**src/ocdac_regs.svh**
```systemverilog
// constants for the octal dac serial write port
`ifndef OCDAC_REGS_SVH
`define OCDAC_REGS_SVH
`define OCDAC_FRAME_BITS 5'h10
`define OCDAC_LAST_BIT 5'h0F
`define OCDAC_CMD_MSB 15
`define OCDAC_CMD_LSB 12
`define OCDAC_CODE_MSB 11
`define OCDAC_CODE_MAX_BITS 12
`define OCDAC_BOTH_BIT 3
`define OCDAC_CHANNELS 8
`define OCDAC_INIT_WAIT 2'h3
`define OCDAC_SYNC_RESET 6'h02
`define OCDAC_BUF_FULL 2'h2
`endif

```
**src/ocdac_pkg.sv**
```systemverilog
// types for the octal dac serial write port
package ocdac_pkg;
   typedef enum logic {st_init, st_run} ocdac_state_t;
   typedef enum logic [1:0] {pu_zero, pu_mid, pu_full} ocdac_pu_t;
endpackage

```
**src/ocdac_ch_if.sv**
```systemverilog
// carrier between the port logic and one channel register pair
`timescale 1ns/10ps
interface ocdac_ch_if #(parameter int W = 12);
   logic load_in;
   logic load_out;
   logic copy;
   logic init;
   logic [W-1:0] code;
   logic [W-1:0] init_code;
   logic [W-1:0] in_reg;
   logic [W-1:0] out_reg;
   modport ctrl (output load_in, output load_out, output copy, output init,
      output code, output init_code, input in_reg, input out_reg);
   modport chan (input load_in, input load_out, input copy, input init,
      input code, input init_code, output in_reg, output out_reg);
endinterface

```
**src/ocdac_serial_port.sv**
```systemverilog
// serial write port and double-buffered channel registers of an octal dac
//
// Overview of operation
// - strap high at power-up: data sampled on serial clock rising edge
// - strap low at power-up: data sampled on serial clock falling edge
// - first rising edge of the strap after power-up enters frame-sync mode
// - each write is captured in a sixteen-bit shift register
// - a frame may arrive as one word or two bytes under one select
// - frames travel most significant bit first
// - top four bits are the command, low twelve bits the code
// - ten-bit variant uses top ten code bits, low two are sub-bits
// - eight-bit variant uses top eight code bits, low four are sub-bits
// - each of eight channels has an input and an output register
// - at power-up every output takes the level chosen by the level strap
// - a write may load the input register and leave the output alone
// - the output register may be copied from the input register
// - a write may load input and output registers together
// - level strap high gives full scale, low zero, open midscale
// - code width is twelve, ten or eight bits by variant
`timescale 1ns/10ps
`include "ocdac_regs.svh"
module ocdac_serial_port #(
   parameter int CODE_BITS = `OCDAC_CODE_MAX_BITS,
   parameter int CHANNELS = `OCDAC_CHANNELS
) (
   // clock and reset
   input wire logic ref_clk,
   input wire logic nrst,
   // serial pins from the host
   input wire logic sclk,
   input wire logic cs_n,
   input wire logic din,
   // straps
   input wire logic edge_sel,
   input wire logic power_up_level_strap,
   input wire logic pu_open,
   // local control
   input wire logic apply_hold,
   input wire logic update_all,
   // status
   output logic ready,
   output logic sample_on_rise,
   output logic frame_sync_mode,
   output logic frame_ready,
   output logic overrun,
   // channel output codes
   output logic [CHANNELS*CODE_BITS-1:0] out_code
);
   localparam logic [CODE_BITS-1:0] CODE_FULL = '1;
   localparam logic [CODE_BITS-1:0] CODE_MID = {1'b1, {(CODE_BITS-1){1'b0}}};
   logic [5:0] sync1, sync2;
   logic sclk_d, edge_d;
   logic sclk_s, cs_n_s, din_s, edge_s, pu_level_s, pu_open_s;
   logic sclk_rise, sclk_fall, active_edge;
   ocdac_pkg::ocdac_state_t state;
   logic [1:0] init_cnt;
   logic init_go;
   ocdac_pkg::ocdac_pu_t pu_sel;
   logic [CODE_BITS-1:0] init_code;
   logic [4:0] bit_cnt;
   logic [15:0] shreg, frame_word;
   logic shift_en, push;
   logic [15:0] fifo [2];
   logic wr_ptr, rd_ptr;
   logic [1:0] cnt, next_cnt;
   logic do_push, pop;
   logic [15:0] head;
   logic [3:0] head_cmd;
   logic [2:0] head_ch;
   logic head_both, update_run;
   logic [CODE_BITS-1:0] head_code;
   logic [CODE_BITS-1:0] in_val [CHANNELS], out_val [CHANNELS];
   logic [2:0] last_ch;
   logic [CODE_BITS-1:0] sel_out;

   // two-stage synchronisers for pins and straps
   always_ff @(posedge ref_clk or negedge nrst) begin
      if (!nrst) begin
         sync1 <= `OCDAC_SYNC_RESET;
         sync2 <= `OCDAC_SYNC_RESET;
      end else begin
         sync1 <= {pu_open, power_up_level_strap, edge_sel, din, cs_n, sclk};
         sync2 <= sync1;
      end
   end

   assign sclk_s = sync2[0];
   assign cs_n_s = sync2[1];
   assign din_s = sync2[2];
   assign edge_s = sync2[3];
   assign pu_level_s = sync2[4];
   assign pu_open_s = sync2[5];

   // edge detection history
   always_ff @(posedge ref_clk or negedge nrst) begin
      if (!nrst) begin
         sclk_d <= 1'b0;
         edge_d <= 1'b0;
      end else begin
         sclk_d <= sclk_s;
         edge_d <= edge_s;
      end
   end

   assign sclk_rise = sclk_s & ~sclk_d;
   assign sclk_fall = ~sclk_s & sclk_d;
   assign active_edge = (sample_on_rise && !frame_sync_mode) ? sclk_rise :
      sclk_fall;

   // power-up sequence
   always_ff @(posedge ref_clk or negedge nrst) begin
      if (!nrst) begin
         state <= ocdac_pkg::st_init;
         init_cnt <= 2'h0;
         init_go <= 1'b0;
         ready <= 1'b0;
      end else begin
         case (state)
            ocdac_pkg::st_init: begin
               if (init_cnt == `OCDAC_INIT_WAIT) begin
                  state <= ocdac_pkg::st_run;
                  init_go <= 1'b1;
                  ready <= 1'b1;
               end else begin
                  init_cnt <= init_cnt + 2'h1;
               end
            end
            ocdac_pkg::st_run: begin
               init_go <= 1'b0;
            end
            default: begin
               state <= ocdac_pkg::st_init;
            end
         endcase
      end
   end

   // strap capture after reset release
   always_ff @(posedge ref_clk or negedge nrst) begin
      if (!nrst) begin
         sample_on_rise <= 1'b0;
         pu_sel <= ocdac_pkg::pu_zero;
      end else if (state == ocdac_pkg::st_init &&
         init_cnt == `OCDAC_INIT_WAIT) begin
         sample_on_rise <= edge_s;
         if (pu_open_s) begin
            pu_sel <= ocdac_pkg::pu_mid;
         end else if (pu_level_s) begin
            pu_sel <= ocdac_pkg::pu_full;
         end else begin
            pu_sel <= ocdac_pkg::pu_zero;
         end
      end
   end

   always_comb begin
      case (pu_sel)
         ocdac_pkg::pu_full: init_code = CODE_FULL;
         ocdac_pkg::pu_mid: init_code = CODE_MID;
         default: init_code = '0;
      endcase
   end

   always_ff @(posedge ref_clk or negedge nrst) begin
      if (!nrst) begin
         frame_sync_mode <= 1'b0;
      end else if (state == ocdac_pkg::st_run && edge_s && !edge_d) begin
         frame_sync_mode <= 1'b1;
      end
   end

   assign shift_en = state == ocdac_pkg::st_run && !cs_n_s && active_edge &&
      bit_cnt < `OCDAC_FRAME_BITS;
   assign frame_word = {shreg[14:0], din_s};
   assign push = shift_en && bit_cnt == `OCDAC_LAST_BIT;

   always_ff @(posedge ref_clk or negedge nrst) begin
      if (!nrst) begin
         bit_cnt <= 5'h00;
         shreg <= 16'h0000;
      end else if (cs_n_s) begin
         bit_cnt <= 5'h00;
      end else if (shift_en) begin
         shreg <= frame_word;
         bit_cnt <= bit_cnt + 5'h01;
      end
   end

   // two-entry frame buffer
   assign do_push = push && cnt != `OCDAC_BUF_FULL;
   assign pop = state == ocdac_pkg::st_run && cnt != 2'h0 && !apply_hold;

   always_comb begin
      case ({do_push, pop})
         2'b10: next_cnt = cnt + 2'h1;
         2'b01: next_cnt = cnt - 2'h1;
         default: next_cnt = cnt;
      endcase
   end

   always_ff @(posedge ref_clk or negedge nrst) begin
      if (!nrst) begin
         fifo[0] <= 16'h0000;
         fifo[1] <= 16'h0000;
         wr_ptr <= 1'b0;
         rd_ptr <= 1'b0;
         cnt <= 2'h0;
         frame_ready <= 1'b0;
      end else begin
         if (do_push) begin
            fifo[wr_ptr] <= frame_word;
            wr_ptr <= ~wr_ptr;
         end
         if (pop) begin
            rd_ptr <= ~rd_ptr;
         end
         cnt <= next_cnt;
         frame_ready <= state == ocdac_pkg::st_run &&
            next_cnt != `OCDAC_BUF_FULL;
      end
   end

   // sticky loss flag
   always_ff @(posedge ref_clk or negedge nrst) begin
      if (!nrst) begin
         overrun <= 1'b0;
      end else if (push && !do_push) begin
         overrun <= 1'b1;
      end
   end

   assign head = fifo[rd_ptr];
   assign head_cmd = head[`OCDAC_CMD_MSB:`OCDAC_CMD_LSB];
   assign head_ch = head_cmd[2:0];
   assign head_both = head_cmd[`OCDAC_BOTH_BIT];
   assign head_code = head[`OCDAC_CODE_MSB -: CODE_BITS];
   assign update_run = state == ocdac_pkg::st_run && update_all;

   ocdac_ch_if #(.W(CODE_BITS)) ch_if [CHANNELS] ();
   generate
      for (genvar i = 0; i < CHANNELS; i++) begin : g_ch
         // load input, or input and output
         assign ch_if[i].load_in = pop && head_ch == 3'(i);
         assign ch_if[i].load_out = pop && head_both && head_ch == 3'(i);
         assign ch_if[i].copy = update_run;
         assign ch_if[i].init = init_go;
         assign ch_if[i].code = head_code;
         assign ch_if[i].init_code = init_code;
         assign in_val[i] = ch_if[i].in_reg;
         assign out_val[i] = ch_if[i].out_reg;
         assign out_code[i*CODE_BITS +: CODE_BITS] = ch_if[i].out_reg;
         ocdac_chan_reg #(.W(CODE_BITS)) u_reg (
            .ref_clk(ref_clk),
            .nrst(nrst),
            .bus(ch_if[i].chan)
         );
      end
   endgenerate

   // checking helpers
   always_ff @(posedge ref_clk or negedge nrst) begin
      if (!nrst) begin
         last_ch <= 3'h0;
      end else begin
         last_ch <= head_ch;
      end
   end
   assign sel_out = out_val[head_ch];

   property p_count_limit;
      @(posedge ref_clk) disable iff (!nrst)
      bit_cnt <= `OCDAC_FRAME_BITS;
   endproperty
   a_count_limit: assert property (p_count_limit)
      else $error("bit count past sixteen");

   property p_push_full;
      @(posedge ref_clk) disable iff (!nrst)
      push |=> bit_cnt == `OCDAC_FRAME_BITS;
   endproperty
   a_push_full: assert property (p_push_full)
      else $error("frame pushed before sixteen bits");

   property p_cs_discard;
      @(posedge ref_clk) disable iff (!nrst)
      cs_n_s |=> bit_cnt == 5'h00 && !$past(push);
   endproperty
   a_cs_discard: assert property (p_cs_discard)
      else $error("partial frame kept after deselect");

   property p_rise_only;
      @(posedge ref_clk) disable iff (!nrst)
      sample_on_rise && !frame_sync_mode && sclk_fall && !cs_n_s
         |=> $stable(bit_cnt);
   endproperty
   a_rise_only: assert property (p_rise_only)
      else $error("shifted on falling edge in rising mode");

   property p_fall_mode;
      @(posedge ref_clk) disable iff (!nrst)
      state == ocdac_pkg::st_run && !sample_on_rise && sclk_fall &&
         !cs_n_s && bit_cnt < `OCDAC_FRAME_BITS
         |=> bit_cnt == $past(bit_cnt) + 5'h01;
   endproperty
   a_fall_mode: assert property (p_fall_mode)
      else $error("falling edge not sampled");

   property p_fsync;
      @(posedge ref_clk) disable iff (!nrst)
      state == ocdac_pkg::st_run && edge_s && !edge_d
         |=> frame_sync_mode [*3];
   endproperty
   a_fsync: assert property (p_fsync)
      else $error("frame-sync mode not entered");

   property p_msb_first;
      @(posedge ref_clk) disable iff (!nrst)
      shift_en |=> shreg == {$past(shreg[14:0]), $past(din_s)};
   endproperty
   a_msb_first: assert property (p_msb_first)
      else $error("shift order wrong");

   property p_load_input;
      @(posedge ref_clk) disable iff (!nrst)
      pop && !head_both && !update_run && !init_go
         |=> in_val[last_ch] == $past(head_code) &&
         out_val[last_ch] == $past(sel_out);
   endproperty
   a_load_input: assert property (p_load_input)
      else $error("input-only load disturbed output");

   property p_load_both;
      @(posedge ref_clk) disable iff (!nrst)
      pop && head_both |=> in_val[last_ch] == $past(head_code) &&
         out_val[last_ch] == $past(head_code);
   endproperty
   a_load_both: assert property (p_load_both)
      else $error("combined load failed");

   property p_update;
      @(posedge ref_clk) disable iff (!nrst)
      update_run && !pop && !init_go |=> out_val[0] == $past(in_val[0]);
   endproperty
   a_update: assert property (p_update)
      else $error("output not copied from input");

   property p_init;
      @(posedge ref_clk) disable iff (!nrst)
      init_go |=> ready && out_val[CHANNELS-1] == $past(init_code) &&
         in_val[0] == $past(init_code);
   endproperty
   a_init: assert property (p_init)
      else $error("power-up code not loaded");
endmodule

```
**src/ocdac_chan_reg.sv**
```systemverilog
// input and output register pair of one channel
`timescale 1ns/10ps
module ocdac_chan_reg #(
   parameter int W = 12
) (
   // clock and reset
   input wire logic ref_clk,
   input wire logic nrst,
   // control and data
   ocdac_ch_if.chan bus
);
   // holding register
   always_ff @(posedge ref_clk or negedge nrst) begin
      if (!nrst) begin
         bus.in_reg <= '0;
      end else if (bus.init) begin
         bus.in_reg <= bus.init_code;
      end else if (bus.load_in) begin
         bus.in_reg <= bus.code;
      end
   end

   // register that drives the converter
   always_ff @(posedge ref_clk or negedge nrst) begin
      if (!nrst) begin
         bus.out_reg <= '0;
      end else if (bus.init) begin
         bus.out_reg <= bus.init_code;
      end else if (bus.load_out) begin
         bus.out_reg <= bus.code;
      end else if (bus.copy) begin
         bus.out_reg <= bus.in_reg;
      end
   end
endmodule

```
**config.mk**
```make
export PLATFORM = sky130hd
export DESIGN_NAME = ocdac_serial_port
export DESIGN_NICKNAME = d
export VERILOG_FILES = /design/src/ocdac_pkg.sv /design/src/ocdac_ch_if.sv /design/src/ocdac_serial_port.sv /design/src/ocdac_chan_reg.sv
export VERILOG_INCLUDE_DIRS = /design/src
export SDC_FILE = /design/constraint.sdc
export NUM_CORES = 1
export LEC_CHECK = 0
export ABC_AREA = 0
export BUFFER_PORTS_ARGS = -buffer_cell sky130_fd_sc_hd__buf_2
export CAP_MARGIN = 20
export CORE_MARGIN = 1.5
export CORE_UTILIZATION = 39
export DETAILED_ROUTE_END_ITERATION = 6
export GPL_ROUTABILITY_DRIVEN = 0
export PLACE_DENSITY_LB_ADDON = 0.25
export SETUP_SLACK_MARGIN = 0.4
export SLEW_MARGIN = 5
export SYNTH_ARGS = -nofsm -noshare
export SYNTH_HDL_FRONTEND = slang
export SYNTH_SLANG_ARGS = --single-unit
```
**constraint.sdc**
```tcl
create_clock -name ref_clk -period 3.55 [get_ports ref_clk]
set_input_delay 0.5325 -clock ref_clk [delete_from_list [all_inputs] [get_ports ref_clk]]
set_output_delay 0.5325 -clock ref_clk [all_outputs]
set_load 0.01 [all_outputs]
```
# Yosys cells after proc, flatten, opt, wreduce, memory -nomap -nowiden
# Index checks and enable logic that the tools add are counted.
# Widths: inputs -> output; s select.
# classes
add_sub_neg,4
magnitude_cmp,4
n_eq_ne,16
muxes,57
n_bitwise,11
n_reduce_logical,59
# ops
operator,count
$mux 12,40
$mux 16,4
$bwmux 32,1
$logic_and 1x1->1,32
$pmux 12 s2,1
$reduce_bool 3->1,8
$reduce_bool 2->1,10
$demux 16 s1,1
$eq 3x3->1 const B,4
$mux 5,2
$not 1->1,7
$eq 2x2->1 const B,3
$eq 3x2->1 const B,2
$ne 2x2->1 const B,3
$reduce_and 2->1,3
$add 5x1->5 const B,1
$eq 5x4->1 const B,1
$logic_not 1->1,5
$lt 5x5->1 const B,1
$add 2x1->2 const B,2
$eq 2x1->1 const B,2
$ge 2x2->1 const B,2
$mux 1,4
$mux 2,2
8 further kinds,10
# totals
reg_bits,273
inputBits,10
output_inout_bits,101
elab_cells,187

# Depth between registers and ports, before layout
# Gate-level depths: netlist of the first run.
# logic_depth
word_depth,11
depth_mapped,11
depth_no_buf,10

# Hierarchy
# Synthesis of the first run repeated with hierarchy kept, for this count alone.
# unflattened
hier_cells,1302
area_unflattened_um2,13457.9
# modules_own_cells
mod,n_inst,cells_per_inst,area_each_um2,seq_area_each_um2
ocdac_chan_reg,8,131,1246.2,600.6
ocdac_serial_port,1,254,3488.3,2029.4

# Least setup slack after synthesis of the first run
# Ideal clock, no wire load.
# synth_path
path_kind,register to register
startpoint,register sample_on_rise
endpoint,register frame_ready
setup_ps,119
t_arrival_ps,2329
required_time_ps,3431
path_slack_ps,1102
stages_incl_launch_ff,11
n_path_buf,1
period_less_slack_ps,2448
path_cell_list,dfrtp_1 -> nor4bb_1 -> a21oi_1 -> nor3_2 -> clkbuf_1 -> nand3_1 -> ha_1 -> nor2_1 -> xor2_1 -> nand2b_1 -> and2_1
# synth_between
elab_chain_cells,10
elab_cells_between_ends,11
classes_between,eq/ne: 3; mux: 2; reduce/logical: 6
# synth_lines
item,line,rtl
start: declaration,ocdac_serial_port.sv:42,"output logic sample_on_rise,"
start signal: assignment,ocdac_serial_port.sv:145,sample_on_rise <= edge_s;
$logic_and 1x1->1 *,ocdac_serial_port.sv:107,assign active_edge = (sample_on_rise && !frame_sync_mode) ? sclk_rise :
$mux 1 *,ocdac_serial_port.sv:107,
$logic_and 1x1->1 *,ocdac_serial_port.sv:172,assign shift_en = state == ocdac_pkg::st_run && !cs_n_s && active_edge &&
$logic_and 1x1->1 (no source line) * (3 in series),-,
$eq 2x1->1 or $eq 2x2->1 (tied branches),ocdac_serial_port.sv:194,"case ({do_push, pop})"
$pmux 2 s2 *,ocdac_serial_port.sv:194,
net next_cnt[1],ocdac_serial_port.sv:65,"logic [1:0] cnt, next_cnt;"
$ne 2x2->1 (no source line) *,-,
$logic_and 1x1->1 (no source line) *,-,
end signal: assignment,ocdac_serial_port.sv:218,frame_ready <= state == ocdac_pkg::st_run &&
end: declaration,ocdac_serial_port.sv:44,"output logic frame_ready,"
# The timed path passes the listed nets; every way through them passes the cells marked *.
# A chain may end at the register's enable or synchronous reset.

# Worst setup path in the final report of the first run
# layout_path
startpoint,register rd_ptr
endpoint,register g_ch[2].u_reg.bus.out_reg[0]
# layout_between
elab_chain_cells,8
elab_cells_between_ends,10
classes_between,eq/ne: 1; mux: 5; bitwise: 1; reduce/logical: 3
# layout_lines
item,line,rtl
start: declaration,ocdac_serial_port.sv:64,"logic wr_ptr, rd_ptr;"
start signal: assignment,ocdac_serial_port.sv:215,rd_ptr <= ~rd_ptr;
$not 1->2 (not written as such) *,ocdac_serial_port.sv:232,assign head = fifo[rd_ptr];
$mux 16 (not written as such) * (3 in series),ocdac_serial_port.sv:232,
$eq 3x2->1 or $logic_and 1x1->1 (tied branches),ocdac_serial_port.sv:244,assign ch_if[i].load_out = pop && head_both && head_ch == 3'(i);
$logic_and 1x1->1,ocdac_serial_port.sv:244,
$mux 12,ocdac_chan_reg.sv:29,end else if (bus.load_out) begin
$mux 12,ocdac_chan_reg.sv:27,end else if (bus.init) begin
end signal: assignment,ocdac_chan_reg.sv:28,bus.out_reg <= bus.init_code;
end signal: assignment,ocdac_chan_reg.sv:30,bus.out_reg <= bus.code;
end signal: assignment,ocdac_chan_reg.sv:32,bus.out_reg <= bus.in_reg;
end: declaration,ocdac_ch_if.sv:15,"input code, input init_code, output in_reg, output out_reg);"
# Every way passes the cells marked *; elsewhere a longest branch is shown, timed or not. The select of a mux whose other input is x is not followed.

==> results, run 1 <==
- The flow ran to the end, but the final reports show violations.
- The final reports fail on negative hold slack.
- The mapped netlist covers 12400 um2.
- The post-CTS repair timing setup buffer count is 0.
- The worst-case clock buffer depth is 3.
- After synthesis, the most frequently instantiated cells are 271 x dfrtp_1, 172 x nor2_1, 142 x mux2_2, 104 x mux2i_1, 81 x a2bb2oi_1.
- In this run the worst hold path is classified as in2async.
- The number of nets with antenna violations after detailed routing is 0.
- The count of TritonRoute iterations in the first routing pass is 5.
- The async set or reset register ratio after synthesis is 100%.
- The initial antenna violation count was 1.
- Counting flops with a built-in enable in the synthesized netlist gives 0.
- Power spread over the standard cell area amounts to approximately 540 nW/um2.
- Ranked by total cell area, the synthesized netlist is headed by dfrtp_1 55%, mux2_2 13%, mux2i_1 8.4%.
- Summed over all instances, the cell type with the most area after synthesis is dfrtp_1.
- The count of hold buffers inserted by post-cts repair is 0.
- The total core area is 31400 um2.
- The worst voltage drop across the vdd grid is 0.394 mV.
- dfrtp_1 is the most common cell in the netlist.
- The floorplan step defined a die boundary enclosing roughly 33000 um2.
- Measured along the x axis, the die boundary spans 181 um.
- The headroom to the max-slew limit is 37.7%.
- The aggregate routed wire length is 33.0 mm.
- The via count of the first global-routing pass is roughly 8500.
- The total of endpoints with negative setup slack in the final report is 0.
- Using the TritonRoute via totals, the vias-per-cell ratio works out to between 5 and 6.
- The synthesized netlist contains 52 unique library cells.
- At the pin with the least slew margin, the transition time is a little over 0.9 ns.
- Sequential cells were found to cover 55.2% of the synthesized design area.
- The TritonCTS clock tree is yes.
- The data arrival at the endpoint of the critical path is between 3 and 4 ns.
- In the final timing run, aggregate negative setup slack is 0 ns.
- In this run the critical register-to-register path is launched from rd_ptr.
- The pin count of the biggest net entering global routing is 90.
- The CTS clock-pin slew for the worst setup and hold paths is 0.06 ns.
- Post-CTS repair changed the size of 0 cells.
- At the end of the flow the core is filled with cells to between 40% and 50%.
- The first-iteration detailed-routing DRC count is 491.
- Buffers placed on the I/O ports in this run total 110.
- CTS built an H-tree with a depth of 1.
- The type of element capturing the critical path is a flip-flop.
- The startpoint of the most critical setup path is rd_ptr.
- After synthesis, the mean cell area works out to about 12 um2.
- After layout, the worst path uses 74.4% of the clock period.
- In the routed design, unresolved DRC markers number 0.
- In this run switching power makes up 24.6% of total power.
- The first global-routing pass estimated 51.5 mm of wire.
- The endpoint of the most critical register-to-register path is g_ch[2].u_reg.bus.out_reg[0].
- The analysis attributes to cell leakage a power of 0.00766 uW.
- The setup path with the least slack is of type reg2reg.
- The post-synthesis to final-layout area growth is 18.3%.
- The height of the die is 181 um.
- Subtracting the final worst setup slack from the clock period gives 2.64 ns.
- Counting cells, the worst reg-to-reg path comes to 6.
- The capture point of the worst path is g_ch[2].u_reg.bus.out_reg[0].
- The post-detailed-placement half-perimeter wirelength is 20.9 mm.
- The layout net count is 1150.
- The largest clock skew in the final design is 0.0122 ns.
- Of the total power, the clock network draws 44.2%.
- The number of buffers created by CTS is 30.
- The number of cells produced by synthesis is 1015.
- In this run, the combinational gates consume 11.6% of the power.
- After global routing the overflow that remains totals 0.
- Setup repair after global routing left no endpoint under its margin.
- STA classifies the critical path startpoint as a flip-flop.
- The most common flop cell mapped by yosys is dfrtp_1.
- For the worst-skew pair, the clock arrives at the later sink with an insertion delay of 0.56 ns.
- The number of warnings issued by yosys is 0.
- The internal power is 5920 uW.
- The required time of the critical path is 4.02 ns.
- Derived from the worst setup path, the maximum achievable clock frequency is 378 MHz.
- The net load switching power is 1940 uW.
- The number of synthesized register bits is about 270.
- The number of rows created at floorplan is between 60 and 70.
- The number of top-level design ports is 111.
- The number of hold violations in the final report is 2.
- The post-route netlist has 32.7% of its cells at a drive strength greater than 1.
- Along the worst path, the maximum fanout reaches 14.
- The average routed wire per standard cell is 21.1 um.
- The total routing usage reported by global routing is 20.5%.
- The clock net sink count is 273.
- Once the floorplan was initialized, standard cells occupied 39.4% of the core.
- The final number of max-transition violations is 0.
- The synthesized netlist net count is 1030.
- The slack of the worst reg-to-reg path is ~0.91 ns.
- The share of the synthesized area in the top cell type is 54.8%.
- Sequential cells burn around 44% of the power.
- The number of violations of the max-capacitance limit is 0.
- The via count is ~8300.
- Hold timing on the final database bottoms out at a slack of -0.00661 ns.
- The buffer cell driving the clock tree root is clkbuf_16.
[critical path, cell delays in order (launching register included)]
cell	delay, ns
dfrtp_1	0.40
buf_4	0.26
mux2i_1	0.19
nor4_4	0.61
nand2_2	0.39
nand2_1	0.48
a2bb2oi_1	0.22
[layout make-up]
type | instances | area (um2)
fillers | 2920 | 16800
flip-flops and latches | 273 | 6840
multi-input cells | 663 | 5200
repair buffers | 155 | 923
clock buffers | 40 | 890
well taps | 402 | 503
clock inverters | 16 | 239
inverters | 12 | 45.0
diodes | 1 | 2.50
[power by group through the flow]
stage                     Sequential [uW]  Clock (uW)  Combinational [uW]
after floorplan                      3530           0                 584
after global placement               3530           0                 906
after detailed placement             3530           0                 919
after CTS                            3480        3540                 922
after global routing                 3500        3690                 995
final                                3480        3470                 909
[cells in the final DEF, fill, tap and decap left out, types with 5 or more instances in the layout]
cell type	instances
nand2_2	5
nor2_1	172
o21ai_1	7
o21ai_0	8
buf_2	109
ha_1	5
clkbuf_8	8
a21oi_2	5
bufinv_16	6
dfrtp_1	270
inv_1	12
a2bb2oi_1	81
mux2_1	6
nand2b_1	12
clkinv_2	7
nor2b_1	7
o211ai_1	7
a21oi_1	13
clkbuf_16	31
nand2_1	29
mux2i_1	104
mux2_2	142
buf_4	43
nand3_1	9
[metal layers]
metal	global-route usage [%]	up-vias	routed length, um
li1	-	3852	-
met3	2.34	41	1300
met1	29.6	4207	15700
met5	0	-	0
met2	32.9	181	15300
met4	4.93	0	597
[stage by stage]
step	power [uW]	cells	setup slack (ns)	area (um2)	hold WS, ns
final	7860	1562	0.908	14600	-0.00661
after global routing	8180	1561	0.706	14600	0.0453
after CTS	7940	1561	0.931	14600	0.0279
after detailed placement	4450	1505	0.772	13500	0.336
after global placement	4430	1503	0.862	13500	0.334
after floorplan	4120	1015	1.10	12400	0.237
[how the worst min path moves through the flow]
stage,cells after the start,end,start
final,1,bit_cnt[0],nrst
after detailed placement,0,sync2[5],sync1[5]
after global placement,0,sync2[3],sync1[3]
after global routing,1,sync1[3],nrst
after floorplan,0,bit_cnt[0],nrst
after CTS,1,fifo[5],nrst
[cells by family (layout without fill, tap and decap cells)]
kind of cell,after synthesis,in the layout,synth area share (%)
buffers and inverters,79,223,2.83
AOI/OAI and AO/OA,149,149,10.1
adders and majority gates,5,5,0.506
muxes,252,252,21.9
DFF,273,273,55.2
xor gates and xnor gates,7,7,0.496
and+or+nand+nor,250,250,8.97
other,0,1,0
Note: power is estimated with default switching activity, not from simulation.
==> inputs of run 2 (changes only) <==
==> constraint.sdc (replaced) <==
create_clock -name ref_clk -period 2.65 [get_ports ref_clk]
set_input_delay 0.3975 -clock ref_clk [delete_from_list [all_inputs] [get_ports ref_clk]]
set_output_delay 0.3975 -clock ref_clk [all_outputs]
set_load 0.01 [all_outputs]
==> run 2 against run 1 <==
Net effect: the run now ends clean; non-clock buffer count rose by 31; sequential share of layout area fell by 0.71 points; power rose by 28%; fmax rose by 23%; setup slack got worse by 0.41 ns; worst hold slack improved by 0.35 ns.
==> results, run 2 (synthesized netlist as in run 1, its figures left out) <==
- The run finished with clean final reports.
- The initial antenna violation count is 0 (-1).
- The buffer cell driving the clock tree root is clkbuf_16.
- The minimum clock period is 2.15 ns (-0.491 ns).
- The global-route wire length before repair was 51.6 mm (+0.17%).
- The final setup slack of the worst path came to 0.499 ns (-0.409 ns).
- The slowest stage of the critical path is the o32ai_4 cell.
- The layout net count was 1181 (+2.7%).
- Setup repair after global routing left no endpoint under its margin.
- The required time of the critical path came to 3.05 ns (-0.97 ns).
- The power per cell area is 677 nW/um2 (+26%).
- The clock latency of the later-clocked register in the worst-skew pair is 0.55 ns (about the same).
- The total routing usage reported by global routing is 20.4% (-0.12 points).
- The vias per cell is 5.34 (+0.80%).
- The critical path is of the reg2reg type.
- The total of endpoints with negative setup slack in the final report is 0 (unchanged).
- The start point of the worst min-delay path is sync1[2].
- The clock net sink count is 273 (unchanged).
- The largest stage delay on the critical path is 0.54 ns (-0.07 ns).
- The worst-case clock buffer depth is 3 (unchanged).
- The leakage power is 0.00778 uW (+1.6%).
- The number of hold violations in the final report is 0 (-2).
- The top fanout value on the critical path is 12 (-2).
- The commonest non-fill, non-tap cell in the layout is dfrtp_1.
- The first-iteration detailed-routing DRC count came to 549 (+12%).
- The type of element capturing the critical path is a flip-flop.
- The initial standard-cell utilization of the core is 39.4% (unchanged).
- The post-detailed-placement half-perimeter wirelength was 21.8 mm (+4.2%).
- The setup slack at placement was 0.332 ns (-0.440 ns).
- The die footprint is 32800 um2 (unchanged).
- The worst voltage drop across the vdd grid is 0.540 mV (+37%).
- The via count of the first global-routing pass is 8416 (-1.0%).
- The number of nets with antenna violations after detailed routing is 0 (unchanged).
- The area growth from synthesis to layout is 20.2%.
- The peak clock frequency supported by timing came to 465 MHz (+23%).
- The headroom to the max-slew limit came to 42.0% (+4.4 points).
- The layout filler cell count is 2881 (-1.3%).
- The final number of max-transition violations is 0 (unchanged).
- The aggregate global routing overflow is 0 (unchanged).
- The via count was 8497 (+2.6%).
- The height of the die is 181 um (unchanged).
- The number of diodes was 0 (-1).
- Walking the worst path, the cells encountered are buf_4 -> o32ai_4 -> nand2_1 -> buf_4 -> mux2i_1 -> a2bb2oi_1.
- The number of violations of the max-capacitance limit is 0 (unchanged).
- The number of buffers inserted by port buffering is 110 (unchanged).
- The number of buffers created by CTS came to 30 (unchanged).
- The number of rows created at floorplan was 65 (unchanged).
- The TritonCTS clock tree is yes.
- The final setup TNS was 0 ns (unchanged).
- The slew at the pin with the worst max-slew slack came to 0.867 ns (-0.0678 ns).
- The most frequent cell on the critical path is buf_4.
- The final worst-path cycle share is 81.2% (+6.8 points).
- The type of the most critical hold path is reg2reg.
- The total core area was 31400 um2 (unchanged).
- The largest clock skew in the final design came to 0.0139 ns (+0.00168 ns).
- The top cell types in the final layout, fill and taps aside, are 269 x dfrtp_1, 169 x nor2_1, 142 x mux2_2.
- The data arrival at the endpoint of the critical path is 2.55 ns (-0.56 ns).
- The number of top-level design ports came to 111 (unchanged).
- The average routed wire per standard cell is 20.8 um (-1.5%).
- The pin count of the biggest net entering global routing was 57 (-37%).
- The count of TritonRoute iterations in the first routing pass was 5 (unchanged).
- The CTS clock-pin slew for the worst setup and hold paths is 0.06 ns (about the same).
- The ratio of cells with drive above 1 in the final layout is 34.6% (+1.9 points).
- The type of element launching the critical path is a flip-flop.
- The H-tree level count is 1 (unchanged).
- The startpoint of the most critical register-to-register path is rd_ptr.
- The critical path starts at rd_ptr.
- The number of remaining DRC errors is 0 (unchanged).
- The aggregate routed wire length was 33.1 mm (+0.25%).
- The die width is 181 um (unchanged).
-- run 2: cell count changes in the layout (fill, tap and decap cells not counted), sizes merged --
cell	change
clkinv	-2
diode	-1
clkbuf	+6
bufinv	-5
clkinvlp	-1
dlygate4sd3	+7
buf	+24
-- run 2: worst max-delay path, delay by kind of cell (launching register included) --
family,cells,cell delay [ns]
DFF,1,0.47
and+or+nand+nor,1,0.18
muxes,1,0.26
AOI/OAI and AO/OA,2,0.64
buffers and inverters,2,0.46
-- run 2: cell type report --
cell class	count	area (um2)	area share [%]
flip-flops and latches	273	6840	46.0
multi-input cells	663	5270	35.5
repair buffers	186	1210	8.17
clock buffers	46	922	6.20
well taps	402	503	3.38
clock inverters	8	67.6	0.455
inverters	12	45.0	0.303
-- run 2: final timing paths --
path | endpoint | cells past startpoint | slack, ns
worst max register to register | g_ch[1].u_reg.bus.out_reg[4] | 6 | 0.50
worst max-delay path | g_ch[1].u_reg.bus.out_reg[4] | 6 | 0.50
worst min-delay path | sync2[2] | 0 | 0.35
min in group asynchronous | bit_cnt[1] | 2 | 0.37
worst min register to register | sync2[2] | 0 | 0.35
max in group asynchronous | g_ch[0].u_reg.bus.in_reg[1] | 3 | 1.50
-- run 2: through the flow --
step | cell area (um2) | power, uW | hold slack [ns] | std cells | util [%]
after global routing | 14900 | 10500 | 0.359 | 1590 | 47.4
final | 14900 | 10100 | 0.348 | 1590 | 47.4
after global placement | 13700 | 5970 | 0.333 | 1526 | 43.7
after detailed placement | 13700 | 5990 | 0.336 | 1526 | 43.7
after floorplan | 12400 | 5530 | 0.102 | 1015 | -
after CTS | 14800 | 10200 | 0.349 | 1587 | 47.1
-- run 2: report_power, final --
| part | total, uW | switching [uW] | internal, uW |
|---|---|---|---|
| registers | 4670 | 216 | 4450 |
| logic | 1240 | 659 | 584 |
| clock network | 4150 | 1680 | 2470 |
-- run 2: metal layers --
layer / vias to the layer above / global-route usage [%] / wire [um] / share of wire, %
met4: 0 / 4.87 / 672 / 2.0
li1: 3912 / - / - / -
met1: 4363 / 30.5 / 16200 / 49
met3: 48 / 2.54 / 1340 / 4.0
met5: - / 0 / 0 / 0
met2: 174 / 31.4 / 14900 / 45
-- run 2: what timing repair did --
item,in CTS,in global routing
setup buffers,0,3
endpoints found under the hold margin,51,0
gates resized for setup,6,12
endpoints found under the setup margin,41,113
gates cloned,0,0
hold buffers,7,0
pin swaps,1,3
==> inputs of run 3 (changes only) <==
--- a/config.mk
+++ b/config.mk
@@ -6,7 +6,7 @@
 export SDC_FILE = /design/constraint.sdc
 export NUM_CORES = 1
 export LEC_CHECK = 0
-export ABC_AREA = 0
+export ABC_AREA = 1
 export BUFFER_PORTS_ARGS = -buffer_cell sky130_fd_sc_hd__buf_2
 export CAP_MARGIN = 20
 export CORE_MARGIN = 1.5
==> constraint.sdc (replaced) <==
create_clock -name ref_clk -period 2 [get_ports ref_clk]
set_input_delay 0.3 -clock ref_clk [delete_from_list [all_inputs] [get_ports ref_clk]]
set_output_delay 0.3 -clock ref_clk [all_outputs]
set_load 0.01 [all_outputs]
==> run 3 against run 2 <==
Net effect: the run now ends with design-rule violations, negative setup slack left; synthesized cell count up 47%; largest power group is now combinational logic; sequential power up 35%; count of clock-buffer cells in the layout up 2; setup slack worse by 0.62 ns.
==> results, run 3 <==
- The final setup slack of the worst path is -0.123 ns (-0.622 ns).
- The library cells used most frequently in the layout, excluding fill and tap cells, are 290 x nand2_1, 268 x dfrtp_1, 119 x inv_1.
- The post-detailed-placement half-perimeter wirelength came to 24.3 mm (+12%).
- The share of the synthesized area in compound gates (AO/OA/AOI/OAI) is 10.3% (+0.28 points).
- The parity-gate share of the synthesized area counting xor and xnor cells came to 0.286% (-0.21 points).
- The type of the most critical hold path is in2async.
- The minimum clock period was 2.12 ns (-0.0283 ns).
- The setup slack at placement is -0.0118 ns (-0.344 ns).
- The depth of the worst register-to-register path came to 8 (+2).
- The worst voltage drop across the vdd grid is 0.694 mV (+28%).
- The average footprint of a synthesized cell was 8.22 um2 (-33%).
- The slew at the pin with the worst max-slew slack is 0.874 ns (+0.00703 ns).
- The total standard cell area after synthesis is 12300 um2 (-0.89%).
- The required time of the critical path was 2.39 ns (-0.66 ns).
- The final setup TNS came to -0.123 ns (-0.123 ns).
- The layout net count was 1787 (+51%).
- The async set or reset register ratio after synthesis came to 100% (unchanged).
- Setup repair after global routing could not meet its margin everywhere.
- The power per cell area is 1000 nW/um2 (+48%).
- In this run the critical register-to-register path is launched from cnt[0].
- The commonest cells after synthesis are 402 x nand2_1, 271 x dfrtp_1, 151 x nand3_1, 136 x nor2_1, 128 x inv_1.
- The leakage power is 0.00894 uW (+15%).
- The aggregate global routing overflow was 0 (unchanged).
- The TritonCTS clock tree is yes.
- The CTS clock-pin slew for the worst setup and hold paths is 0.06 ns (about the same).
- The number of remaining DRC errors was 6 (+6).
- The headroom to the max-slew limit came to 41.7% (-0.26 points).
- The run finished, with violations left.
- The dominant combinational cell family by area after synthesis is simple AND/OR/NAND/NOR gates.
- The die width is 180 um (-0.44%).
- The synthesized netlist net count is 1507 (+46%).
- Leaving out fill and tap cells, the most frequent cell in the layout is nand2_1.
- The vias per cell was 5.63 (+5.3%).
- The initial antenna violation count is 0 (unchanged).
- The number of rows created at floorplan is 64 (-1.5%).
- The die footprint is 32500 um2 (-0.88%).
- The ratio of cells with drive above 1 in the final layout came to 43.8% (+9.2 points).
- The height of the die came to 180 um (-0.44%).
- The global-route wire length before repair is 59.9 mm (+16%).
- The number of synthesized register bits is 273 (unchanged).
- The pin count of the biggest net entering global routing is 58 (+1.8%).
- The worst-case clock buffer depth is 3 (unchanged).
- The most frequent cell after synthesis is nand2_1.
- The simple-gate share of the synthesized area was 25.7% (+17 points).
- Ranked by total cell area, the synthesized netlist is headed by dfrtp_1 55%, nand2_1 12%, nand3_1 6.2%.
- The clock latency of the later-clocked register in the worst-skew pair is 0.57 ns (+0.02 ns).
- The start-to-end type of the worst setup path is reg2reg.
- The number of nets with antenna violations after detailed routing is 0 (unchanged).
- The post-synthesis sequential area ratio is 55.7% (+0.50 points).
- The arithmetic-cell share of the synthesized area counting full adders, half adders and majority gates is 0.510% (+0.0045 points).
- The initial standard-cell utilization of the core was 39.9% (+0.47 points).
- The number of hold violations in the final report is 0 (unchanged).
- The number of buffers inserted by port buffering is 110 (unchanged).
- The peak clock frequency supported by timing is 471 MHz (+1.3%).
- The library cell occupying the most area in the post-synthesis netlist is dfrtp_1.
- The type of element launching the critical path is a flip-flop.
- The share of the synthesized area in the top cell type is 55.3% (+0.49 points).
- The most common flop cell mapped by yosys is dfrtp_1.
- The slack of the worst reg-to-reg path is -0.12 ns (-0.62 ns).
- The number of library cell types mapped by synthesis is 32 (-38%).
- The number of violations of the max-capacitance limit is 0 (unchanged).
- The largest clock skew in the final design is 0.0127 ns (-0.00117 ns).
- The aggregate routed wire length was 45.7 mm (+38%).
- The portion of netlist area occupied by mux cells was 0% (-22 points).
- The clock net sink count was 273 (unchanged).
- The number of buffers created by CTS is 30 (unchanged).
- The via count of the first global-routing pass is 10779 (+28%).
- The buffer cell driving the clock tree root is clkbuf_16.
- The data arrival at the endpoint of the critical path is 2.51 ns (-0.04 ns).
- The number of flops mapped to enable cells by yosys is 0 (unchanged).
- The checks that failed: design-rule violations, negative setup slack.
- The number of top-level design ports is 111 (unchanged).
- The total routing usage reported by global routing came to 23.1% (+2.7 points).
- The final worst-path cycle share is 106% (+25 points).
- The worst setup path is captured at a flip-flop.
- The number of warnings issued by yosys is 0 (unchanged).
- The number of diodes is 0 (unchanged).
- The post-synthesis to final-layout area growth is 52.5%.
- The first-iteration detailed-routing DRC count came to 1128 (+110%).
- The count of TritonRoute iterations in the first routing pass came to 7 (+2).
- The via count is 12320 (+45%).
- The number of cells produced by synthesis is 1492 (+47%).
- The total of endpoints with negative setup slack in the final report is 1 (+1).
- The top fanout value on the critical path was 12 (unchanged).
- The average routed wire per standard cell was 20.8 um (+0.25%).
- The total core area is 30700 um2 (-2.0%).
- The H-tree level count is 1 (unchanged).
- The final number of max-transition violations came to 0 (unchanged).
- The endpoint of the most critical register-to-register path is g_ch[3].u_reg.bus.in_reg[0].
[run 3: cell families (layout without fill, tap and decap cells)]
group	after synthesis	count (layout)
XOR/XNOR	4	4
adder cells (fa/ha/maj)	5	5
AO/OA/AOI/OAI	245	245
flip-flops	273	273
AND/OR/NAND/NOR	746	753
buffers and inverters	219	514
[run 3: critical path, stage by stage (launching register included)]
cell	delay, ns
dfrtp_2	0.44
nor2_1	0.19
nor2_4	0.08
buf_6	0.15
clkinvlp_4	0.13
buf_4	0.15
o21ai_4	0.08
clkbuf_16	0.19
o21ai_0	0.55
[run 3: stage by stage]
stage | util [%] | power (uW) | cells | hold WS, ns | area (um2)
global route | 60.8 | 19300 | 2190 | 0.265 | 18700
detailed placement | 45.0 | 10600 | 2009 | 0.230 | 13800
finish | 60.8 | 18800 | 2190 | 0.228 | 18700
CTS | 51.0 | 16400 | 2108 | 0.253 | 15700
floorplan | - | 8160 | 1492 | 0.00441 | 12300
global placement | 45.0 | 10600 | 2009 | 0.234 | 13800
[run 3: timing repair]
action	4_1_cts	5_1_grt
pin swaps	22	164
cloned	12	33
endpoints found under the hold margin	43	0
gates resized for setup	120	599
endpoints found under the setup margin	242	247
setup buffers	26	49
hold buffers	7	0
[run 3: layer usage]
layer  track usage (%)  share of wire, %  wire (um)  up-vias
met1              32.7                39      18000     6023
met3              3.66               8.7       3990      211
met2              36.0                46      21200      700
met5                 0                 0          0        -
li1                  -                 -          -     5386
met4              7.87               5.5       2520        0
[run 3: how the worst max path moves through the flow]
| stage | startpoint | endpoint | slack, ns | cells past startpoint |
|---|---|---|---|---|
| 2_1_floorplan | state | frame_ready | 0.08 | 10 |
| 3_3_place_gp | rd_ptr | g_ch[0].u_reg.bus.out_reg[0] | 0.08 | 8 |
| 3_5_place_dp | rd_ptr | g_ch[0].u_reg.bus.out_reg[3] | -0.01 | 8 |
| 4_1_cts | bit_cnt[1] | frame_ready | 0.04 | 12 |
| 5_1_grt | cnt[0] | g_ch[3].u_reg.bus.in_reg[0] | -0.11 | 8 |
| 6_report | cnt[0] | g_ch[3].u_reg.bus.in_reg[0] | -0.12 | 8 |
[run 3: report_power, final]
part,internal [uW],switching [uW]
Sequential,6000,312
Combinational,2780,4270
Clock,3150,2260
[run 3: final cells by class]
| type | instances | area (um2) |
|---|---|---|
| Clock buffer | 48 | 890 |
| Clock inverter | 6 | 57.6 |
| Fill cell | 2412 | 12000 |
| Inverter | 135 | 564 |
| Multi-Input combinational cell | 1007 | 6650 |
| Sequential cell | 273 | 6840 |
| Tap cell | 396 | 495 |
| Timing Repair Buffer | 320 | 3180 |
| Timing Repair inverter | 5 | 36.3 |
